[src/tscan_consts.vh]
/*
 constants for the touch scan control block: field positions, reset values,
 trigger source codes and prescaler and scan-count limits.
 assumes inclusion by bare name from the design files.
*/
`ifndef TSCAN_CONSTS_VH
`define TSCAN_CONSTS_VH

`define TSCAN_NUM_ELECTRODES  16
`define TSCAN_DIV_FIELD_MAX   3'h7
`define TSCAN_NSCAN_FIELD_W   5
`define TSCAN_CNT_RESET       16'h0000
`define TSCAN_CUR_64UA        3'h7
`define TSCAN_CUR_8UA         3'h4
`define TSCAN_TRIG_RTC        2'h0
`define TSCAN_TRIG_MODULO_TIMER_0      2'h1
`define TSCAN_TRIG_TIMER2     2'h2
`define TSCAN_RAIL_MSB        4
`define TSCAN_RAIL_LSB        3
`define TSCAN_REFCUR_MSB      7
`define TSCAN_REFCUR_LSB      5
`define TSCAN_EXTCUR_MSB      2
`define TSCAN_EXTCUR_LSB      0
`define TSCAN_CNT_MAX         16'hffff

`endif

[src/tscan_ctrl.v]
/*
 touch scan control: start logic, electrode oscillator prescaler, scan
 counting, 16-bit result counter, end-of-scan flag, interrupt and wakeup.
 assumes the electrode oscillator arrives as a raw pin level and that
 timer triggers are one-cycle pulses on the same clock.
*/
`timescale 1ns/1ps
`default_nettype none
`include "tscan_consts.vh"
// What this block does
// - sixteen electrodes, each enabled by its own bit across two enable bytes.
// - a two-bit rail field at bits 4-3 of the second control word picks one of four rail pairs.
// - current code 7 means 64 uA and code 4 means 8 uA for reference and electrode.
// - the prescaler divides by at most 128 and a measurement has at most 32 scans.
// - prescaler field n divides by two to the n, and scan field 0x0f gives 16 scans.
// - with trigger mode clear, a software start scans the channel picked by channel select.
// - with trigger mode set, a chosen timer event (rtc, timer 0, timer 2) starts a scan.
// - a 16-bit counter totals the charge and discharge time, readable after completion.
// - the total scales with prescale times scan count times reference over electrode current.
// - completion sets the end-of-scan flag, cleared by software writing one.
// - with interrupt enable set, completion raises the interrupt request.
// - with stop enable set, the block keeps working in stop mode.
// - in stop3 mode completion wakes the cpu.
module tscan_ctrl (
	// clock and reset
	input  wire        ref_clk_in,
	input  wire        rst_n_in,
	// control bits
	input  wire        module_enable_in,
	input  wire        trigger_mode_select_in,
	input  wire        software_scan_start_in,
	input  wire [1:0]  trigger_source_in,
	input  wire        scan_irq_enable_in,
	input  wire        stop_mode_enable_in,
	input  wire        stop_mode_in,
	input  wire        stop3_mode_in,
	input  wire        end_of_scan_clear_in,
	input  wire [3:0]  channel_select_in,
	input  wire [7:0]  electrode_enable_low_in,
	input  wire [7:0]  electrode_enable_high_in,
	input  wire [2:0]  electrode_osc_divider_in,
	input  wire [4:0]  scan_count_in,
	input  wire [7:0]  control_status_2_in,
	// hardware triggers
	input  wire        rtc_trigger_in,
	input  wire        modulo_timer_0_trigger_in,
	input  wire        timer_2_trigger_in,
	// oscillators
	input  wire        electrode_osc_in,
	input  wire        reference_osc_in,
	// results
	output reg  [15:0] scan_counter_value_out,
	output reg         end_of_scan_flag_out,
	output reg         scan_busy_out,
	output reg         scan_irq_out,
	output reg         wakeup_out,
	output reg  [15:0] electrode_select_out,
	output reg  [1:0]  rail_voltage_select_out,
	output reg  [2:0]  reference_current_select_out,
	output reg  [2:0]  electrode_current_select_out
);
	// scan sequencer states
	localparam ST_IDLE = 2'h0;
	localparam ST_SCAN = 2'h1;
	localparam ST_DONE = 2'h2;

	wire        ext_lvl;
	wire        ref_lvl;
	reg         ext_prev;
	reg         ref_prev;
	reg  [1:0]  state;
	reg  [1:0]  next_state;
	reg  [6:0]  div_cnt;
	reg  [5:0]  scans_left;
	reg         sw_prev;
	reg         hw_trig;
	reg         armed;
	wire [15:0] pin_en;
	wire        run_ok;
	wire        start_req;
	wire        take_start;
	wire        ext_rise;
	wire        ref_rise;
	wire        div_wrap;
	wire [6:0]  div_limit;

	// both pins see the same sync lag, so their edges keep their spacing
	tscan_sync u_ext (
		.ref_clk_in (ref_clk_in),
		.rst_n_in   (rst_n_in),
		.async_in   (electrode_osc_in),
		.level_out  (ext_lvl)
	);
	tscan_sync u_ref (
		.ref_clk_in (ref_clk_in),
		.rst_n_in   (rst_n_in),
		.async_in   (reference_osc_in),
		.level_out  (ref_lvl)
	);

	assign pin_en = {electrode_enable_high_in, electrode_enable_low_in};
	// stop mode halts scanning unless stop enable keeps it alive
	assign run_ok    = module_enable_in & (~stop_mode_in | stop_mode_enable_in);
	assign ext_rise  = ext_lvl & ~ext_prev;
	assign ref_rise  = ref_lvl & ~ref_prev;
	// divide ratio 2^n, n capped at 7 so the ratio tops at 128
	assign div_limit = (7'h01 << electrode_osc_divider_in) - 7'h01;
	// wrap only counts once the measuring window is open
	assign div_wrap  = ext_rise & armed & (div_cnt == div_limit);

	// trigger source mux, one event per pulse
	always @* begin
		case (trigger_source_in)
		`TSCAN_TRIG_RTC:    hw_trig = rtc_trigger_in;
		`TSCAN_TRIG_MODULO_TIMER_0:  hw_trig = modulo_timer_0_trigger_in;
		`TSCAN_TRIG_TIMER2: hw_trig = timer_2_trigger_in;
		default:            hw_trig = 1'b0;
		endcase
	end

	// software start is edge taken so a held bit starts one scan only
	assign start_req = run_ok & (trigger_mode_select_in ? hw_trig
		: (software_scan_start_in & ~sw_prev));
	// a start is taken in idle and in the done cycle too, so a request
	// made just after busy drops is not lost
	assign take_start = start_req & (state != ST_SCAN);

	// scan sequencing
	always @* begin
		next_state = state;
		case (state)
		ST_IDLE: begin
			if (take_start)
				next_state = ST_SCAN;
		end
		ST_SCAN: begin
			// losing enable or stop permission aborts without a flag
			if (!run_ok)
				next_state = ST_IDLE;
			else if (div_wrap && scans_left == 6'h01)
				next_state = ST_DONE;
		end
		ST_DONE: begin
			if (take_start)
				next_state = ST_SCAN;
			else
				next_state = ST_IDLE;
		end
		default: next_state = ST_IDLE;
		endcase
	end

	// counters, flag and registered outputs
	always @(posedge ref_clk_in or negedge rst_n_in) begin
		if (!rst_n_in) begin
			state <= ST_IDLE;
			ext_prev <= 1'b0;
			ref_prev <= 1'b0;
			sw_prev <= 1'b0;
			armed <= 1'b0;
			div_cnt <= 7'h00;
			scans_left <= 6'h00;
			scan_counter_value_out <= `TSCAN_CNT_RESET;
			end_of_scan_flag_out <= 1'b0;
			scan_busy_out <= 1'b0;
			scan_irq_out <= 1'b0;
			wakeup_out <= 1'b0;
			electrode_select_out <= 16'h0000;
			rail_voltage_select_out <= 2'h0;
			reference_current_select_out <= 3'h0;
			electrode_current_select_out <= 3'h0;
		end else begin
			state <= next_state;
			ext_prev <= ext_lvl;
			ref_prev <= ref_lvl;
			sw_prev <= software_scan_start_in;
			// analog codes pass through; 7 = 64 uA, 4 = 8 uA
			rail_voltage_select_out <=
				control_status_2_in[`TSCAN_RAIL_MSB:`TSCAN_RAIL_LSB];
			reference_current_select_out <=
				control_status_2_in[`TSCAN_REFCUR_MSB:`TSCAN_REFCUR_LSB];
			electrode_current_select_out <=
				control_status_2_in[`TSCAN_EXTCUR_MSB:`TSCAN_EXTCUR_LSB];
			scan_busy_out <= (next_state == ST_SCAN);
			if (take_start) begin
				armed <= 1'b0;
				div_cnt <= 7'h00;
				scans_left <= {1'b0, scan_count_in} + 6'h01;
				scan_counter_value_out <= `TSCAN_CNT_RESET;
				// only an enabled electrode is routed to the oscillator
				electrode_select_out <= pin_en &
					(16'h0001 << channel_select_in);
			end else if (state == ST_SCAN) begin
				// window opens on the first electrode edge, so a scan never
				// counts a partial oscillator period before it
				if (ext_rise && !armed)
					armed <= 1'b1;
				// reference cycles over the prescaled electrode window;
				// saturates rather than wrapping to a small, false total
				if (armed && ref_rise && scan_counter_value_out != `TSCAN_CNT_MAX)
					scan_counter_value_out <= scan_counter_value_out + 16'h0001;
				if (ext_rise && armed)
					div_cnt <= div_wrap ? 7'h00 : div_cnt + 7'h01;
				if (div_wrap)
					scans_left <= scans_left - 6'h01;
			end else if (state == ST_DONE) begin
				electrode_select_out <= 16'h0000;
			end
			// set wins over a clear in the same cycle
			if (state == ST_DONE)
				end_of_scan_flag_out <= 1'b1;
			else if (end_of_scan_clear_in)
				end_of_scan_flag_out <= 1'b0;
			// request follows the flag, so it clears one cycle after it
			scan_irq_out <= scan_irq_enable_in &
				(end_of_scan_flag_out | state == ST_DONE);
			wakeup_out <= stop3_mode_in & (state == ST_DONE);
		end
	end
endmodule // tscan_ctrl
`default_nettype wire

[src/tscan_sync.v]
/*
 three-stage synchroniser with agreement of the last two stages.
 assumes one clock and an asynchronous active-low reset.
*/
`timescale 1ns/1ps
`default_nettype none
module tscan_sync (
	// clock and reset
	input  wire ref_clk_in,
	input  wire rst_n_in,
	// raw and clean level
	input  wire async_in,
	output reg  level_out
);
	reg s1;
	reg s2;
	reg s3;

	// first stage only feeds the second
	always @(posedge ref_clk_in or negedge rst_n_in) begin
		if (!rst_n_in) begin
			s1 <= 1'b0;
			s2 <= 1'b0;
			s3 <= 1'b0;
			level_out <= 1'b0;
		end else begin
			s1 <= async_in;
			s2 <= s1;
			s3 <= s2;
			if (s2 == s3)
				level_out <= s3; // change counts once stages agree
		end
	end
endmodule // tscan_sync
`default_nettype wire

[config.mk]
export PLATFORM = sky130hd
export DESIGN_NAME = tscan_ctrl
export DESIGN_NICKNAME = d
export VERILOG_FILES = /design/src/tscan_ctrl.v /design/src/tscan_sync.v
export VERILOG_INCLUDE_DIRS = /design/src /design/src/src
export SDC_FILE = /design/constraint.sdc
export NUM_CORES = 1
export LEC_CHECK = 0
export BUFFER_PORTS_ARGS = -buffer_cell sky130_fd_sc_hd__buf_2
export CAP_MARGIN = 20
export CELL_PAD_IN_SITES_DETAIL_PLACEMENT = 0
export CELL_PAD_IN_SITES_GLOBAL_PLACEMENT = 1
export CORE_MARGIN = 2
export CORE_UTILIZATION = 42
export CTS_CLUSTER_DIAMETER = 200
export DETAILED_ROUTE_END_ITERATION = 8
export PLACE_DENSITY_LB_ADDON = 0.12
export SYNTH_ARGS = -nofsm -noshare
export SYNTH_HDL_FRONTEND = slang
export SYNTH_SLANG_ARGS = --single-unit
[constraint.sdc]
create_clock -name ref_clk_in -period 3.3 [get_ports ref_clk_in]
set_clock_uncertainty 0.1 [all_clocks]
set_input_delay 0.165 -clock ref_clk_in [delete_from_list [all_inputs] [get_ports ref_clk_in]]
set_output_delay 0.165 -clock ref_clk_in [all_outputs]
set_load 0.01 [all_outputs]
==> impl_metrics.ini <==
[critical_path]
rrSetupSlack_ns = 1.12
r2r_end = scans_left[3]
critPathLaunch = div_cnt[3]
crit_cells = 6
path_cells = xor2_1, o22a_1, a2111oi_4, nand3_2, o31a_1, o31a_1
crit_buf_inv = 0
critPathCapture = scans_left[3]
path_max_fanout = 8
critPathMostFrequentCell = o31a_1
critPathTopFamily = compound AO/OA/AOI/OAI gates
critPathSlowestCell = dfrtp_1
critical_path_class = flop to flop
crit_required_ns = 3.43
cp-start-kind = flop
reg2regPathDepth = 6
rr_startpoint = div_cnt[3]
end_kind = flop
arrival_ns = 2.30
cpPeakStageDelay_ns = 0.45

[timing]
fmax_mhz = 459
rsz0062_at_grt = no
final_max_slew_viol_count = 0
setup_viol = 0
min_period_ns = 2.18
tightest_slew_ns = 0.896
timing.final.crit_share_pct = 66.0
maxSlewHeadroom_pct = 40.3
hold_viol_final = 0
tns_ns = 0
setup_slack_ns = 1.12
whs_ns = 0.0653

[clocking]
cts_buffers = 9
cts_setup_buffers = 0
cts_resized = 0
h-tree-depth = 3
holdBufCountCts = 32
clk_pin_slew_worst_paths_ns = 0.07
clk_latency_ns = 0.34
clock_sinks = 71
cts_tree = yes
cts.path.max_buffers = 2
root_buffer = clkbuf_8

[route]
first_pass_iters = 4
num_vias = 2782
routed_wl_um = 7630
antenna_left = 0
route.detailed.drc = 0
drt_iter0_drc = 92
viasPerCell = 5.22
wire_per_inst_um = 14.3

[global_route]
antenna_found_initial = 0
gr-usage-met1_pct = 25.8
overflow = 0
grt_usage_pct = 18.9
grt.busiest_layer = met2
grt_pass1_wl_um = 12800
grt_max_degree = 72
use_met3_pct = 3.86
grt_pass1_vias = 2787
grt_util_met2_pct = 30.3

[synth]
synth_fp_nets = 351
syn_inst = 293
ys_seq_elements = 71
yosys_warnings = 0
dominantRegCellSynth = dfrtp_1
synth_top_area_share_pct = 54.6
yosysSeqAreaShare_pct = 54.6
yosys.area.top_type = dfrtp_1
async_flop_share_pct = 100
ys_top_cells_by_area = dfrtp_1 55%, a32o_1 5.2%, nand3_1 3.2%, xor2_1 3.0%, nor2_1 2.8%
yosys.cell_types.count = 61
synth_area_um2 = 3250
syn_avg_cell_area_um2 = 11.1
synth-edff-count = 0

[power_and_ir_drop]
p_int_mw = 1.43
clockPowerShare_pct = 36.3
swShare_pct = 27.1
pwr-share-comb_pct = 14.2
power_density_nw_per_um2 = 451
vdd_ir_drop_max_v = 0.000340
p_sw_mw = 0.533
finalPower_mw = 1.97
power.sequential.fraction_pct = 49.6
p_leak_nw = 2.08

[layout]
diodes = 0
nets = 484
drive_gt1_share_pct = 29.5
stdcell_area_um2 = 4360
fillers = 706
final_core_util_pct = 57.3
syn2layout_area_growth_pct = 34.0
fin_cells = 533

[worst_hold_path]
hp-class = input port to flop

[placed_design]
place_area_um2 = 3830
placed_cells = 485
portBuffers = 96
pre_cts_slack_ns = 1.14
gp_congestion = 0.833
hpwlAfterDp_um = 5180

[run_status]
outcome = complete, no violations

[floorplanning]
start_util_pct = 42.8
die_y_um = 92.0
row_count = 32
die_w_um = 92.0
dieArea_um2 = 8470
core-area_um2 = 7610
ios = 97

[flow_run]
maxCapViolCount = 0
-- worst min-delay path: cells and delay by family --
kind	cells	cell delay [ns]
AOI/OAI and AO/OA	2	0.18
buffers and inverters	1	0.12
-- kinds of logic (layout without fill, tap and decap cells) --
family,after synthesis,in the layout,synth area share [%]
mux,3,3,0.923
fa+ha+maj,8,8,2.85
compound gates,60,60,15.7
flops,71,71,54.6
xor+xnor,18,18,4.84
simple gates,114,114,18.3
buf+inv,19,157,2.84
-- cells in the mapped netlist (4+ instances only) --
cell type  instances
and4_1             4
nand2_1           22
nor2b_1            5
nor3_1             7
inv_1              9
xor2_1            11
ha_1               5
dfrtp_1           71
a31oi_1            5
o21ai_0            7
o211ai_1           4
clkbuf_1           4
nand3_1           21
nor2_1            24
nand4_1            6
xnor2_1            7
a32o_1            17
-- sequential cells by signal, indices dropped and copies added, names as in the netlist, 2 cells and up --
register                      count
reference_current_select_out      3
electrode_select_out             16
state                             2
scans_left                        6
div_cnt                           7
rail_voltage_select_out           2
scan_counter_value_out           16
electrode_current_select_out      3
-- routing by layer --
layer	wire, um	share of wire, %	vias to the layer above
met3	407	5.3	10
met2	3540	46	67
met5	0	0	-
met4	116	1.5	0
met1	3570	47	1348
li1	-	-	1357
-- cells in the final DEF, fill, tap and decap left out, types with 6 or more instances in the layout --
cell type / n
a32o_1: 17
nand2_1: 22
dfrtp_1: 71
nor3_1: 7
xor2_1: 11
dlygate4sd3_1: 32
clkbuf_8: 10
nand3_1: 21
inv_1: 9
o21ai_0: 7
xnor2_1: 7
nor2_1: 24
buf_2: 96
nand4_1: 6
-- power by group through the flow --
stage / Clock, mW / Sequential [mW] / Combinational, mW
6_report: 0.713 / 0.975 / 0.279
5_1_grt: 0.767 / 0.985 / 0.315
4_1_cts: 0.736 / 0.975 / 0.281
3_5_place_dp: 0 / 0.992 / 0.251
3_3_place_gp: 0 / 0.991 / 0.247
2_1_floorplan: 0 / 0.990 / 0.137
-- how the worst min path moves through the flow --
stage / start / to / slack (ns) / cells after the start
final: scan_count_in[3] / scans_left[5] / 0.07 / 3
after global routing: scan_count_in[3] / scans_left[5] / 0.10 / 3
after CTS: scan_count_in[3] / scans_left[5] / 0.06 / 3
after detailed placement: control_status_2_in[5] / reference_current_select_out[0] / 0.17 / 1
after global placement: control_status_2_in[5] / reference_current_select_out[0] / 0.17 / 1
after floorplan: rst_n_in / armed / -0.23 / 0
-- cell type report --
cell class              instances  area (um^2)  area share [%]
clock buffers                  10          138            3.16
clock inverters                 6         68.8            1.58
inverters                       9         33.8           0.775
multi-input cells             203         1390            31.8
flip-flops and latches         71         1780            40.7
well taps                     102          128            2.93
repair buffers                132          831            19.1
Power figures use the tool's default switching activity.
